`src/pwm_sub_pkg.sv`:
```
`default_nettype none
package pwm_sub_pkg;
  // register word addresses (byte address / 4 not used: aligned words)
  localparam logic [3:0] ADDR_SIC    = 4'h0;
  localparam logic [3:0] ADDR_PERIOD = 4'h1;
  localparam logic [3:0] ADDR_WIDTH  = 4'h2;
  localparam logic [3:0] ADDR_COUNT  = 4'h3;
  localparam logic [3:0] ADDR_ARB    = 4'h4;
  localparam logic [3:0] ADDR_IACK   = 4'h5;

  // status/interrupt/control field positions
  localparam int FLAG_BIT  = 15;
  localparam int IL_HI     = 14;
  localparam int IL_LO     = 12;
  localparam int ARB3_BIT  = 11;
  localparam int PIN_BIT   = 8;
  localparam int LOAD_BIT  = 6;
  localparam int POL_BIT   = 5;
  localparam int EN_BIT    = 4;
  localparam int CLK_HI    = 2;
  localparam int CLK_LO    = 0;

  // reset and start values
  localparam logic [15:0] COUNT_START = 16'h0001;
  localparam logic [15:0] WIDTH_ZERO  = 16'h0000;
  localparam logic [2:0]  IL_OFF      = 3'h0;
  localparam logic [7:0]  PRESC_TOP   = 8'hFF;
endpackage
`default_nettype wire

```
`src/pwm_submodule.sv`:
```
// Operation
// - flag sets at every period completion
// - enabling sets flag at once
// - flag stays set until software clears
// - clear by read-one then write-zero only
// - flag held clear while disabled
// - nonzero level plus flag raises request
// - three-bit level selects request line
// - acknowledge compares level against processor mask
// - arbitration number is bit three plus field
// - read-only pin status mirrors output pin
// - load copies buffers, restarts counter, sets flag
// - load ignored while disabled
// - load restarts period without glitch
// - polarity and enable set pin level
// - disabled holds flop, prescaler, counter, comparators
// - disabled copies user registers continuously
// - enable rise sets flop, starts counter, flag
// - enabled runs from working buffers, refresh each period
// - clock-rate field selectable at any time
// - period moves at period end or load
`timescale 1ns/10ps
`default_nettype none
module pwm_submodule (
  // clock and reset
  input  wire logic        clk,
  input  wire logic        nrst,
  // avalon-mm slave
  input  wire logic [3:0]  address,
  input  wire logic        read,
  input  wire logic        write,
  input  wire logic [31:0] writedata,
  input  wire logic [3:0]  byteenable,
  output logic [31:0]      readdata,
  output logic             waitrequest,
  // interrupt request and acknowledge
  output logic [7:1]       irq_request,
  output logic [3:0]       arb_number,
  input  wire logic [2:0]  iack_mask,
  output logic             iack_respond,
  // output pin
  output logic             pwm_out
);

  // ==========================================================
  // bus handshake
  // ==========================================================
  logic req_ack;
  logic rd_fire;
  logic wr_fire;

  // one wait state: answer on the cycle after the request appears
  always_ff @(posedge clk) begin
    if (!nrst) begin
      req_ack <= 1'b0;
    end else begin
      req_ack <= (read | write) & ~req_ack;
    end
  end

  assign waitrequest = ~req_ack;
  assign rd_fire     = read & req_ack;
  assign wr_fire     = write & req_ack;

  // ==========================================================
  // control registers
  // ==========================================================
  logic [2:0]  irq_level;
  logic        arbitration_bit_three;
  logic [2:0]  arbitration_low_field;
  logic        output_polarity;
  logic        enable;
  logic [2:0]  clk_rate;
  logic [15:0] period_user_reg;
  logic [15:0] width_user_reg;
  logic        wr_sic;
  logic        lo_en;
  logic        hi_en;

  assign wr_sic = wr_fire && (address == pwm_sub_pkg::ADDR_SIC);
  assign lo_en  = byteenable[0];
  assign hi_en  = byteenable[1];

  // software-written fields; clock rate takes effect at any time
  always_ff @(posedge clk) begin
    if (!nrst) begin
      irq_level             <= pwm_sub_pkg::IL_OFF;
      arbitration_bit_three <= 1'b0;
      arbitration_low_field <= 3'h0;
      output_polarity       <= 1'b0;
      enable                <= 1'b0;
      clk_rate              <= 3'h0;
      period_user_reg       <= 16'h0000;
      width_user_reg        <= 16'h0000;
    end else if (wr_fire) begin
      case (address)
        pwm_sub_pkg::ADDR_SIC: begin
          if (hi_en) begin
            irq_level             <= writedata[pwm_sub_pkg::IL_HI:pwm_sub_pkg::IL_LO];
            arbitration_bit_three <= writedata[pwm_sub_pkg::ARB3_BIT];
          end
          if (lo_en) begin
            output_polarity <= writedata[pwm_sub_pkg::POL_BIT];
            enable          <= writedata[pwm_sub_pkg::EN_BIT];
            clk_rate        <= writedata[pwm_sub_pkg::CLK_HI:pwm_sub_pkg::CLK_LO];
          end
        end
        pwm_sub_pkg::ADDR_PERIOD: begin
          if (lo_en) period_user_reg[7:0] <= writedata[7:0];
          if (hi_en) period_user_reg[15:8] <= writedata[15:8];
        end
        pwm_sub_pkg::ADDR_WIDTH: begin
          if (lo_en) width_user_reg[7:0] <= writedata[7:0];
          if (hi_en) width_user_reg[15:8] <= writedata[15:8];
        end
        pwm_sub_pkg::ADDR_ARB: begin
          if (lo_en) arbitration_low_field <= writedata[2:0];
        end
        default: begin
        end
      endcase
    end
  end

  // ==========================================================
  // enable edge, load command, prescaler
  // ==========================================================
  logic       enable_q;
  logic       enable_rise;
  logic       load_cmd;
  logic [7:0] prescaler;
  logic       tick;

  assign enable_rise = enable & ~enable_q;
  // load only acts while enabled, low byte lane carries it
  assign load_cmd = wr_sic & lo_en & writedata[pwm_sub_pkg::LOAD_BIT] & enable;

  always_ff @(posedge clk) begin
    if (!nrst) begin
      enable_q <= 1'b0;
    end else begin
      enable_q <= enable;
    end
  end

  // free prescaler, held in reset while disabled
  always_ff @(posedge clk) begin
    if (!nrst || !enable || load_cmd) begin
      prescaler <= 8'h00;
    end else begin
      prescaler <= prescaler + 8'h01;
    end
  end

  // tap select: /2 ... /128, top choice /256 of the prescaler
  always_comb begin
    case (clk_rate)
      3'h0:    tick = prescaler[0] == 1'b1;
      3'h1:    tick = prescaler[1:0] == 2'h3;
      3'h2:    tick = prescaler[2:0] == 3'h7;
      3'h3:    tick = prescaler[3:0] == 4'hF;
      3'h4:    tick = prescaler[4:0] == 5'h1F;
      3'h5:    tick = prescaler[5:0] == 6'h3F;
      3'h6:    tick = prescaler[6:0] == 7'h7F;
      default: tick = prescaler == pwm_sub_pkg::PRESC_TOP;
    endcase
  end

  // ==========================================================
  // counter, working buffers, output flip-flop
  // ==========================================================
  logic [15:0] period_counter;
  logic [15:0] period_working_buf;
  logic [15:0] width_working_buf;
  logic        out_ff;
  logic        period_end;
  logic        width_match;

  // comparators only active while enabled
  assign period_end  = enable_q & tick & (period_counter == period_working_buf);
  assign width_match = enable_q & tick & (period_counter == width_working_buf);

  // working buffers: follow user regs when disabled, else at period end or load
  always_ff @(posedge clk) begin
    if (!nrst) begin
      period_working_buf <= 16'h0000;
      width_working_buf  <= 16'h0000;
    end else if (!enable_q || period_end || load_cmd) begin
      period_working_buf <= period_user_reg;
      width_working_buf  <= width_user_reg;
    end
  end

  // counter stopped at one when disabled, reload on period end or load
  always_ff @(posedge clk) begin
    if (!nrst || !enable_q) begin
      period_counter <= pwm_sub_pkg::COUNT_START;
    end else if (load_cmd || period_end) begin
      period_counter <= pwm_sub_pkg::COUNT_START;
    end else if (tick) begin
      period_counter <= period_counter + 16'h0001;
    end
  end

  // output flop: set at enable, set at period start only for a nonzero width, cleared at width match
  always_ff @(posedge clk) begin
    if (!nrst || !enable) begin
      out_ff <= 1'b0;
    end else if (enable_rise) begin
      out_ff <= 1'b1;
    end else if (load_cmd) begin
      out_ff <= (width_user_reg != pwm_sub_pkg::WIDTH_ZERO);
    end else if (period_end) begin
      out_ff <= (width_user_reg != pwm_sub_pkg::WIDTH_ZERO);
    end else if (width_match) begin
      out_ff <= 1'b0;
    end
  end

  // pin level from polarity
  always_ff @(posedge clk) begin
    if (!nrst) begin
      pwm_out <= 1'b0;
    end else begin
      pwm_out <= out_ff ^ output_polarity;
    end
  end

  // ==========================================================
  // completion flag and interrupt
  // ==========================================================
  logic flag;
  logic flag_seen_one;
  logic flag_set;
  logic flag_clear;

  assign flag_set = enable_rise | period_end | load_cmd;
  assign flag_clear = wr_sic & hi_en & ~writedata[pwm_sub_pkg::FLAG_BIT] & flag_seen_one;

  // remembers a read of the flag as one, armed for the clear
  always_ff @(posedge clk) begin
    if (!nrst || !enable) begin
      flag_seen_one <= 1'b0;
    end else if (rd_fire && address == pwm_sub_pkg::ADDR_SIC) begin
      flag_seen_one <= flag;
    end else if (flag_clear) begin
      flag_seen_one <= 1'b0;
    end
  end

  // sticky flag, set wins over clear
  always_ff @(posedge clk) begin
    if (!nrst || !enable) begin
      flag <= 1'b0;
    end else if (flag_set) begin
      flag <= 1'b1;
    end else if (flag_clear) begin
      flag <= 1'b0;
    end
  end

  // one-hot request line per level, none at level zero
  generate
    for (genvar lvl = 1; lvl < 8; lvl++) begin : g_irq
      assign irq_request[lvl] = flag && (irq_level == 3'(lvl));
    end
  endgenerate

  assign arb_number   = {arbitration_bit_three, arbitration_low_field};
  assign iack_respond = flag && (irq_level != pwm_sub_pkg::IL_OFF)
                        && (irq_level > iack_mask);

  // ==========================================================
  // read data
  // ==========================================================
  logic [15:0] sic_view;

  // load reads zero, pin reflects driven level
  always_comb begin
    sic_view = 16'h0000;
    sic_view[pwm_sub_pkg::FLAG_BIT] = flag;
    sic_view[pwm_sub_pkg::IL_HI:pwm_sub_pkg::IL_LO] = irq_level;
    sic_view[pwm_sub_pkg::ARB3_BIT] = arbitration_bit_three;
    sic_view[pwm_sub_pkg::PIN_BIT] = pwm_out;
    sic_view[pwm_sub_pkg::POL_BIT] = output_polarity;
    sic_view[pwm_sub_pkg::EN_BIT] = enable;
    sic_view[pwm_sub_pkg::CLK_HI:pwm_sub_pkg::CLK_LO] = clk_rate;
  end

  always_ff @(posedge clk) begin
    if (!nrst) begin
      readdata <= 32'h0000_0000;
    end else if ((read | write) && !req_ack) begin
      case (address)
        pwm_sub_pkg::ADDR_SIC:    readdata <= {16'h0000, sic_view};
        pwm_sub_pkg::ADDR_PERIOD: readdata <= {16'h0000, period_user_reg};
        pwm_sub_pkg::ADDR_WIDTH:  readdata <= {16'h0000, width_user_reg};
        pwm_sub_pkg::ADDR_COUNT:  readdata <= {16'h0000, period_counter};
        pwm_sub_pkg::ADDR_ARB:    readdata <= {29'h0, arbitration_low_field};
        default:                  readdata <= 32'h0000_0000;
      endcase
    end
  end

  // ==========================================================
  // checks
  // ==========================================================
  // flag and enable
  chk_flag_disabled: assert property (@(posedge clk) disable iff (!nrst)
    !enable |=> !flag) else $error("flag set while disabled");
  chk_enable_flag: assert property (@(posedge clk) disable iff (!nrst)
    enable_rise |=> flag) else $error("enable did not set flag");
  chk_flag_sticky: assert property (@(posedge clk) disable iff (!nrst)
    flag && enable && !flag_clear |=> flag) else $error("flag lost");

  // software clear without a set in the same cycle
  chk_flag_clear: assert property (@(posedge clk) disable iff (!nrst)
    flag_clear && !flag_set |=> !flag)
    else $error("flag not cleared");

  // load command
  chk_load_restart: assert property (@(posedge clk) disable iff (!nrst)
    load_cmd |=> period_counter == pwm_sub_pkg::COUNT_START && flag)
    else $error("load did not restart");
  chk_load_ignored: assert property (@(posedge clk) disable iff (!nrst)
    wr_sic && !enable |-> !load_cmd) else $error("load while disabled");

  // load sets the flop only for a nonzero width
  chk_load_width: assert property (@(posedge clk) disable iff (!nrst)
    load_cmd && !enable_rise |=> out_ff == (width_working_buf != pwm_sub_pkg::WIDTH_ZERO))
    else $error("load flop level wrong");

  // pin levels
  chk_pin_idle: assert property (@(posedge clk) disable iff (!nrst)
    !enable && !enable_q ##1 !enable |-> pwm_out == $past(output_polarity))
    else $error("idle pin level wrong");

  // pin is the flop through polarity, one cycle later
  chk_pin_follow: assert property (@(posedge clk) disable iff (!nrst)
    1'b1 |=> pwm_out == ($past(out_ff) ^ $past(output_polarity)))
    else $error("pin does not follow flop");

  // interrupt request and acknowledge
  chk_irq_gate: assert property (@(posedge clk) disable iff (!nrst)
    irq_level == pwm_sub_pkg::IL_OFF |-> irq_request == 7'h00)
    else $error("request at level zero");
  chk_irq_raise: assert property (@(posedge clk) disable iff (!nrst)
    flag && irq_level != pwm_sub_pkg::IL_OFF |-> irq_request != 7'h00)
    else $error("no request with flag");

  // acknowledge answers a level above the mask
  chk_iack_level: assert property (@(posedge clk) disable iff (!nrst)
    flag && irq_level > iack_mask |-> iack_respond)
    else $error("no acknowledge answer");

  // arbitration number is the two fields joined
  chk_arb_number: assert property (@(posedge clk) disable iff (!nrst)
    arb_number == {arbitration_bit_three, arbitration_low_field})
    else $error("arbitration number wrong");

  // counter and buffers
  chk_counter_hold: assert property (@(posedge clk) disable iff (!nrst)
    !enable_q |=> $past(enable_q) || period_counter == pwm_sub_pkg::COUNT_START)
    else $error("counter moved while disabled");

  // enabling starts the pulse from count one
  chk_start_count: assert property (@(posedge clk) disable iff (!nrst)
    enable_rise |=> out_ff && period_counter == pwm_sub_pkg::COUNT_START)
    else $error("enable start wrong");

  // disabled buffers track the user period
  chk_buffers_idle: assert property (@(posedge clk) disable iff (!nrst)
    !enable_q |=> period_working_buf == $past(period_user_reg))
    else $error("buffer not copied");

  // period end restarts count and pulse
  chk_period_restart: assert property (@(posedge clk) disable iff (!nrst)
    period_end && enable && !load_cmd |=> period_counter == pwm_sub_pkg::COUNT_START
    && out_ff == (width_working_buf != pwm_sub_pkg::WIDTH_ZERO))
    else $error("period restart wrong");

  // width match ends the pulse
  chk_width_clear: assert property (@(posedge clk) disable iff (!nrst)
    width_match && enable && !enable_rise && !load_cmd && !period_end |=> !out_ff)
    else $error("pulse not ended");

  // bus answer one cycle after the request
  chk_wait_answer: assert property (@(posedge clk) disable iff (!nrst)
    (read || write) && waitrequest |=> !waitrequest)
    else $error("no bus answer");
endmodule
`default_nettype wire

```
`config.mk`:
```
export PLATFORM = sky130hd
export DESIGN_NAME = pwm_submodule
export DESIGN_NICKNAME = d
export VERILOG_FILES = /design/src/pwm_sub_pkg.sv /design/src/pwm_submodule.sv
export SDC_FILE = /design/constraint.sdc
export NUM_CORES = 1
export LEC_CHECK = 0
export BUFFER_PORTS_ARGS = -buffer_cell sky130_fd_sc_hd__buf_2
export CORE_AREA = 4 4 115 117
export CTS_CLUSTER_SIZE = 25
export DETAILED_ROUTE_END_ITERATION = 16
export DIE_AREA = 0 0 119 121
export GPL_TIMING_DRIVEN = 0
export PLACE_DENSITY = 0.74
export SYNTH_ARGS = -nofsm -noshare
export SYNTH_HDL_FRONTEND = slang
export SYNTH_SLANG_ARGS = --single-unit
export TNS_END_PERCENT = 100
```
`constraint.sdc`:
```
create_clock -name clk -period 2.4 [get_ports clk]
set_input_delay 0 -clock clk [delete_from_list [all_inputs] [get_ports clk]]
set_output_delay 0 -clock clk [all_outputs]
set_load 0.1 [all_outputs]
```
==> impl_metrics.ini, run 1 <==
[place]
placed_area_um2 = 6533
place_ws_ns = -0.3672
finalWeightedCongestion = 0.8718
port_buffers = 57
dp_hpwl_um = 12520

[final_layout]
final_util_pct = 60.86
area_growth_pct = 26.16
fillers = 1026
diodes = 0
finalInstanceArea_um2 = 7525
layout-drive-gt1-share_pct = 20.30
finalNetCount = 845

[hold_path]
holdCritPathClass = input port to flip-flop
whs_path_depth = 5

[outcome]
status = completed

[critical_path]
critPathArrivalTime_ns = 2.68
reg2regPathDepth = 11
path_max_fanout = 4
path_class = flip-flop to flip-flop
critPathRequiredTime_ns = 2.75
worstSetupEndpointType = flip-flop
start_kind = flip-flop

[sta]
hold_viol_final = 0
period_share_pct = 97.13
setup_viol = 0
clock-skew-final_ns = 0.01008
slew_violations = 0
setup_ws_ns = 0.06898
rsz0062_at_grt = true
period_needed_ns = 2.331
clock.fmax_mhz = 429.0
slew_headroom_pct = 32.17
worstMarginPinSlew_ns = 1.015

[die]
start_util_pct = 48.24
coreArea_um2 = 12360
die_h_um = 121
num_io_pins = 93
die_area_um2 = 14400
die_w_um = 119
row_count = 41

[clock_tree]
cts.path.max_buffers = 2
cts_buffers = 17
cts_tree = built
htree_levels = 4
cts_root_buf = clkbuf_16
clk_pin_slew_ns = 0.05
insertion_delay_ns = 0.43
clock-sinks = 122

[global_route]
gr-max-usage-layer = met2
met3_usage_pct = 4.988
antenna_found_initial = 0
grt_util_met1_pct = 30.10
grt_pass1_vias = 5323
grt_pass1_wl_um = 27510
grt_max_degree = 17
met2_usage_pct = 41.50
grt-ovfl-total = 0
grt.total_usage_pct = 24.43

[synthesis]
async_reset_ff_share_pct = 0
ys_seq_area_share_pct = 40.95
synth_edf_count = 0
netlist_area_um2 = 5964
synth_area_leader_cell = dfxtp_1
ys_ff_latch = 122
synth_area_leaders = dfxtp_1, mux2i_1, nand2_1, xor2_1, nor2_1
synthFlopType = dfxtp_1
synth_warnings = 0
ys_types = 46
synth.top_cell.area_share_pct = 40.95
syn_inst = 674
syn_avg_cell_area_um2 = 8.849

[power_and_ir_drop]
ir_drop_mv = 0.5069
power.total_mw = 5.268
leakagePower_nw = 3.155
power_density_nw_per_um2 = 700.1

[route]
via_per_inst = 5.557
wirelength_um = 17360
drt_iter0_drc = 556
ant_nets = 0
drt_first_pass_iters = 5
avgRoutedWirePerCell_um = 17.81
drc_errors = 0
vias = 5418

[run]
drv_cap = 0
## metal layers
metal	wire length [um]	share of wire, %
met1	7104	41
met2	8561	49
met3	1191	6.9
met4	506	2.9
met5	0	0
## layout by cell type, fill, tap and decap left out, drive strengths merged, types with 5 or more instances in the layout
master         n
ha             8
nor2          69
a21oi         38
bufinv         6
mux2           5
conb          16
xor2          36
clkbuf        49
a22oi         16
dlygate4sd3   18
and3           6
nand3         27
buf           94
nand4         12
nor4          13
mux4          11
dfxtp        122
or3           13
nand2        109
mux2i         60
o21ai         19
inv           19
a22o           6
## power by group
group          internal, mW  total [mW]  switching (mW)
clock network          1.97        2.90           0.927
registers              2.03        2.03         0.00505
logic                0.0878       0.338           0.251
total                  4.09        5.27            1.18
## synth_stat cells (6+ instances only)
cell and number:
ha_1 8, buf_4 17, nor4_1 12, nand4_1 11, and3_1 6, mux4_2 11, nand3_1 27, nor2_1 69
xor2_1 36, nand2_1 108, or3_1 13, a22o_1 6, a21oi_1 38, a22oi_1 16, mux2i_1 60, o21ai_0 17
clkbuf_1 30, buf_2 7, inv_1 17, dfxtp_1 122
## layout make-up
type | instances | area (um^2) | share of cell area (%)
buffer | 57 | 340.3 | 4.523
clock buffer | 20 | 446.7 | 5.936
clock inverter | 12 | 219.0 | 2.910
inverter | 18 | 67.56 | 0.8979
multi-input combinational | 490 | 3249 | 43.18
sequential | 122 | 2450 | 32.56
tap | 172 | 215.2 | 2.860
timing repair buffer | 84 | 536.8 | 7.133
## worst max-delay path: stages (launching register included)
cell and delay (ns):
dfxtp_4 0.36, ha_4 0.14, nand3_4 0.08, inv_2 0.05, ha_1 0.12, or3b_4 0.38, o311ai_4 0.13, nand4_1 0.13
buf_4 0.18, buf_4 0.14, or4_4 0.40, a21oi_1 0.13
## final timing paths
kind                                            end                         startpoint  slack (ns)
hold reg to reg   width_working_buf[7]$_SDFFE_PN0P_  width_working_buf[7]$_SDFFE_PN0P_        0.48
setup reg to reg    period_counter[11]$_SDFFE_PP0N_            prescaler[0]$_SDFF_PP0_        0.07
setup / recovery    period_counter[11]$_SDFFE_PP0N_            prescaler[0]$_SDFF_PP0_        0.07
hold / removal           flag_seen_one$_SDFFE_PP0P_                         address[1]        0.03
## stage by stage
step / instances / hold WS [ns] / TNS (ns)
after global placement: 918 / 0.2609 / -5.276
after floorplan: 689 / 0.1439 / 0
after CTS: 975 / 0.01300 / -0.008182
final: 975 / 0.03352 / 0
after detailed placement: 918 / 0.2761 / -8.094
after global routing: 975 / 0.1058 / -0.09305
## cells by family (layout without fill, tap and decap cells)
group           after synthesis  count (layout)  synth area share, %
simple gates                262             262                20.22
flops                       122             122                40.95
compound gates               89              89                9.503
buf+inv                      77             191                6.692
mux                          76              76                15.17
xor+xnor                     39              39                5.727
fa+ha+maj                     8               8                1.678
other cells                   1              16              0.06287
## repair_timing
| item | 4_1_cts | 5_1_grt |
|---|---|---|
| gates cloned | 0 | 0 |
| setup endpoints to repair | 44 | 20 |
| hold buffers | 18 | 0 |
| resized for setup | 13 | 9 |
| endpoints found under the hold margin | 44 | 0 |
| setup buffers | 7 | 2 |
| pin swaps | 3 | 7 |
Power figures use the tool's default switching activity.
==> inputs of run 2 (changes only) <==
CELL_PAD_IN_SITES_DETAIL_PLACEMENT = 1   (was not set)
CELL_PAD_IN_SITES_GLOBAL_PLACEMENT = 1   (was not set)
CORE_AREA = 4 4 129 131   (was 4 4 115 117)
DIE_AREA = 0 0 133 135   (was 0 0 119 121)
PLACE_DENSITY = 0.77   (was 0.74)
==> impl_metrics.ini, run 2 (same netlist as run 1, synthesis figures left out) <==
[outcome]
status = completed

[critical_path]
worst_r2r_startpoint = prescaler[1]$_SDFF_PP0_
reg2regPathDepth = 10
path_class = flip-flop to flip-flop
worstSetupEndpointType = flip-flop
critPathRequiredTime_ns = 2.75
worstReg2RegEnd = period_counter[11]$_SDFFE_PP0N_
start_kind = flip-flop
path_max_fanout = 4
r2r_slack_ns = 0.004
critPathArrivalTime_ns = 2.74

[die]
start_util_pct = 38.24
coreArea_um2 = 15600
row_count = 46
num_io_pins = 93
die_h_um = 135
die_area_um2 = 17960
die_w_um = 133

[run]
drv_cap = 0

[sta]
hold_viol_final = 0
worstMarginPinSlew_ns = 1.068
setup_viol = 0
setup_ws_ns = 0.004191
period_needed_ns = 2.396
slew_headroom_pct = 28.61
holdWs_ns = 0.03853
rsz0062_at_grt = true
clock.fmax_mhz = 417.4
clock-skew-final_ns = 0.007584
period_share_pct = 99.83
slew_violations = 0

[route]
drc_errors = 0
ant_nets = 0
drt_iter0_drc = 306
via_per_inst = 5.424
drt_first_pass_iters = 4
avgRoutedWirePerCell_um = 20.19
wirelength_um = 20520
vias = 5511

[final_layout]
diodes = 0
fillers = 1844
area_growth_pct = 26.37
layout_commonest_cell = dfxtp_1
final_cell_mix = dfxtp_1, nand2_1, nor2_1
final_cells = 1016
finalNetCount = 843
layout-drive-gt1-share_pct = 20.50

[global_route]
grt-ovfl-total = 0
antenna_found_initial = 1
grt.total_usage_pct = 23.32
grt_pass1_vias = 5918
grt_max_degree = 17
grt_pass1_wl_um = 32660

[place]
dp_hpwl_um = 14250
place_ws_ns = -0.2751
placedCellCount = 962
finalWeightedCongestion = 0.8276
port_buffers = 57

[power_and_ir_drop]
leakagePower_nw = 3.122
power_density_nw_per_um2 = 653.5
power.total_mw = 4.926
ir_drop_mv = 0.4776

[clock_tree]
cts_tree = built
insertion_delay_ns = 0.43
cts_buffers = 17
cts_root_buf = clkbuf_16
cts.path.max_buffers = 2
clock-sinks = 122
clk_pin_slew_ns = 0.05
htree_levels = 4

[hold_path]
hold_start = address[1]
whs_path_depth = 5
min_to = flag_seen_one$_SDFFE_PP0P_
holdCritPathClass = input port to flip-flop
==> run 2: changes by cell type in the layout (fill, tap and decap cells not counted), sizes merged <==
cell,previous run,this run
inv,19,18
bufinv,6,2
clkbuf,49,48
buf,94,97
==> run 2: critical path, cell delays in order (launching register included) <==
cell and delay (ns):
dfxtp_4 0.37, ha_4 0.15, nand3_4 0.08, inv_4 0.07
ha_4 0.11, or3b_4 0.38, o311ai_4 0.12, nand4_1 0.28
buf_4 0.23, or4_1 0.39, a21oi_1 0.14
==> run 2: per-layer routing <==
layer,vias up,routed length [um],track usage (%),part of all wire (%)
met4,2,401,7.737,2.0
li1,2538,-,-,-
met1,2752,8624,28.58,42
met3,38,1149,5.589,5.6
met5,-,13,0,0.063
met2,181,10330,40.35,50
==> run 2: where the power goes <==
part | leakage, nW | internal [mW] | switching (mW)
clock | 0.282 | 1.63 | 0.924
combinational | 1.85 | 0.0880 | 0.254
sequential | 0.985 | 2.03 | 0.00513
total | 3.12 | 3.74 | 1.18
==> run 2: stage by stage <==
stage | utilization [%] | cell area (um^2) | setup TNS, ns
2_1_floorplan | - | 6032 | 0
3_5_place_dp | 42.23 | 6588 | -8.065
3_3_place_gp | 42.23 | 6588 | -4.958
6_report | 48.32 | 7537 | 0
4_1_cts | 47.63 | 7428 | 0
5_1_grt | 48.32 | 7537 | -0.3501
==> run 2: layout make-up <==
type | instances | area, um^2 | share of cell area, %
plain buffers | 54 | 339.1 | 4.499
clock buffers | 24 | 491.7 | 6.524
clock inverters | 7 | 90.09 | 1.195
inverters | 18 | 70.07 | 0.9296
multi-input cells | 490 | 3272 | 43.41
flip-flops and latches | 122 | 2451 | 32.52
well taps | 216 | 270.3 | 3.586
repair buffers | 85 | 553.0 | 7.337
==> run 2: what timing repair did <==
action | in CTS | in global routing
pin swaps | 3 | 8
gates resized for setup | 12 | 19
endpoints found under the setup margin | 49 | 43
gates cloned | 0 | 0
setup buffers | 4 | 6
hold endpoints to repair | 48 | 0
hold buffers | 18 | 0
==> run 2: worst max-delay path by stage <==
stage | slack [ns] | end | cells after the start | from
after global routing | -0.11 | period_counter[11]$_SDFFE_PP0N_ | 10 | prescaler[1]$_SDFF_PP0_
after global placement | -0.20 | period_counter[13]$_SDFFE_PP0N_ | 10 | prescaler[0]$_SDFF_PP0_
final | 0.004 | period_counter[11]$_SDFFE_PP0N_ | 10 | prescaler[1]$_SDFF_PP0_
after detailed placement | -0.28 | period_counter[7]$_SDFFE_PP0N_ | 10 | prescaler[0]$_SDFF_PP0_
after CTS | 0.0006 | period_working_buf[14]$_SDFFE_PN0P_ | 11 | prescaler[0]$_SDFF_PP0_
after floorplan | 0.09 | period_working_buf[0]$_SDFFE_PN0P_ | 11 | prescaler[0]$_SDFF_PP0_
==> inputs of run 3 (changes only) <==
==> constraint.sdc (replaced) <==
create_clock -name clk -period 2.4 [get_ports clk]
set_input_delay 0.36 -clock clk [delete_from_list [all_inputs] [get_ports clk]]
set_output_delay 0.36 -clock clk [all_outputs]
set_load 0.005 [all_outputs]
==> impl_metrics.ini, run 3 (same netlist as run 1, synthesis figures left out) <==
[outcome]
status = finished, violations left
violations = setup timing

[final_layout]
area_growth_pct = 24.19
finalNetCount = 829
diodes = 0
final_util_pct = 47.49
fillers = 1839
layout-drive-gt1-share_pct = 22.11
layout_commonest_cell = dfxtp_1
multi_input_area_um2 = 3289
seqCellArea_um2 = 2450
final_cell_mix = dfxtp_1, nand2_1, nor2_1
finalInstanceArea_um2 = 7407

[sta]
slew_headroom_pct = 28.71
rsz0062_at_grt = true
period_share_pct = 101.4
setup_ws_ns = -0.03429
slew_violations = 0
holdWs_ns = 0.2015
period_needed_ns = 2.434
worstMarginPinSlew_ns = 1.067
hold_viol_final = 0
clock-skew-final_ns = 0.009241
setup_viol = 3
clock.fmax_mhz = 410.8

[place]
finalWeightedCongestion = 0.8831
dp_hpwl_um = 14600
placed_area_um2 = 6576
port_buffers = 57

[critical_path]
path_class = flip-flop to flip-flop
start_kind = flip-flop
cp.depth = 11
crit_path_cell_trace = ha_4, nand3_4, inv_2, ha_4, or3b_4, o311ai_4, nand4_1, buf_6, buf_6, or4_4, a21oi_2
r2r_slack_ns = -0.03
reg2regPathDepth = 11
worstSetupEndpointType = flip-flop
cpLargestDelayFamily = simple AND/OR/NAND/NOR gates
cp_slowest_stage_delay_ns = 0.41
crit_start = prescaler[1]$_SDFF_PP0_
critPathArrivalTime_ns = 2.80
worst_r2r_startpoint = prescaler[1]$_SDFF_PP0_
path_max_fanout = 5
cp-endpoint = period_counter[11]$_SDFFE_PP0N_
crit_path_top_delay_cell = or4_4
critPathRequiredTime_ns = 2.77
timing.critical_path.buf_inv = 3
worstReg2RegEnd = period_counter[11]$_SDFFE_PP0N_

[clock_tree]
cts_buffers = 17
cts.path.max_buffers = 2
clk_pin_slew_ns = 0.06
clock-sinks = 122
cts_tree = built
insertion_delay_ns = 0.43
cts_root_buf = clkbuf_16
htree_levels = 4

[die]
start_util_pct = 38.24
die_w_um = 133
die_area_um2 = 17960
coreArea_um2 = 15600
die_h_um = 135
row_count = 46
num_io_pins = 93

[route]
wl_met1_um = 8246
vias = 5346
wl_met3_um = 1040
via_per_inst = 5.330
drt_iter0_drc = 292
drc_errors = 0
wl_met2_um = 9916
ant_nets = 0
dr.max_layer_used = met4
wirelength_um = 19880
drt_first_pass_iters = 4
avgRoutedWirePerCell_um = 19.82

[global_route]
grt_max_degree = 17
grt.total_usage_pct = 22.66
grt_pass1_vias = 5652
antenna_found_initial = 0
grt-ovfl-total = 0
grt_pass1_wl_um = 31410

[power_and_ir_drop]
power_density_nw_per_um2 = 661.9
ir_drop_mv = 0.5007
leakagePower_nw = 3.057
power.total_mw = 4.903

[hold_path]
holdCritPathClass = input port to flip-flop

[run]
drv_cap = 0
[run 3: tightest hold or removal path, delay by kind of cell]
family,cells,cell delay (ns)
simple gates,1,0.07
mux,1,0.06
buf+inv,1,0.10
[run 3: worst min path at each step]
stage	from	to	slack, ns	depth (start not counted)
5_1_grt	writedata[8]	width_user_reg[8]$_SDFFE_PN0P_	0.20	3
6_report	writedata[7]	width_user_reg[7]$_SDFFE_PN0P_	0.20	3
3_3_place_gp	flag_seen_one$_SDFFE_PP0P_	flag_seen_one$_SDFFE_PP0P_	0.44	2
3_5_place_dp	width_working_buf[9]$_SDFFE_PN0P_	width_working_buf[9]$_SDFFE_PN0P_	0.47	2
4_1_cts	writedata[7]	width_user_reg[7]$_SDFFE_PN0P_	0.20	3
2_1_floorplan	flag_seen_one$_SDFFE_PP0P_	flag_seen_one$_SDFFE_PP0P_	0.43	2
[run 3: per-layer routing]
layer  vias up  global-route usage (%)
met5         -                       0
met4         0                   8.949
met3        49                   5.849
met2       155                   39.02
met1      2642                   27.09
li1       2500                       -
[run 3: repair_timing]
item	4_1_cts	5_1_grt
setup endpoints to repair	49	44
gates resized for setup	15	23
setup buffers	6	4
hold buffers	0	0
pin swaps	5	19
[run 3: per-stage QoR]
step | cells | setup slack (ns) | setup TNS, ns
after CTS | 999 | 0.003690 | 0
after detailed placement | 962 | -0.4149 | -12.19
final | 1003 | -0.03429 | -0.07911
after global routing | 1003 | -0.1064 | -0.7120
after floorplan | 689 | 0.08533 | 0
after global placement | 962 | -0.3293 | -8.204
[run 3: area by class of cell]
type | count | area share, %
flip-flops and latches | 122 | 33.07
inverters | 18 | 0.9122
repair buffers | 67 | 5.068
clock inverters | 14 | 2.297
multi-input cells | 490 | 44.41
well taps | 216 | 3.649
plain buffers | 58 | 4.662
clock buffers | 18 | 5.929
[run 3: power by group]
part           leakage (nW)  switching, mW  internal, mW
logic                  1.78          0.135        0.0670
registers             0.984        0.00482          2.03
clock network         0.289           1.01          1.66
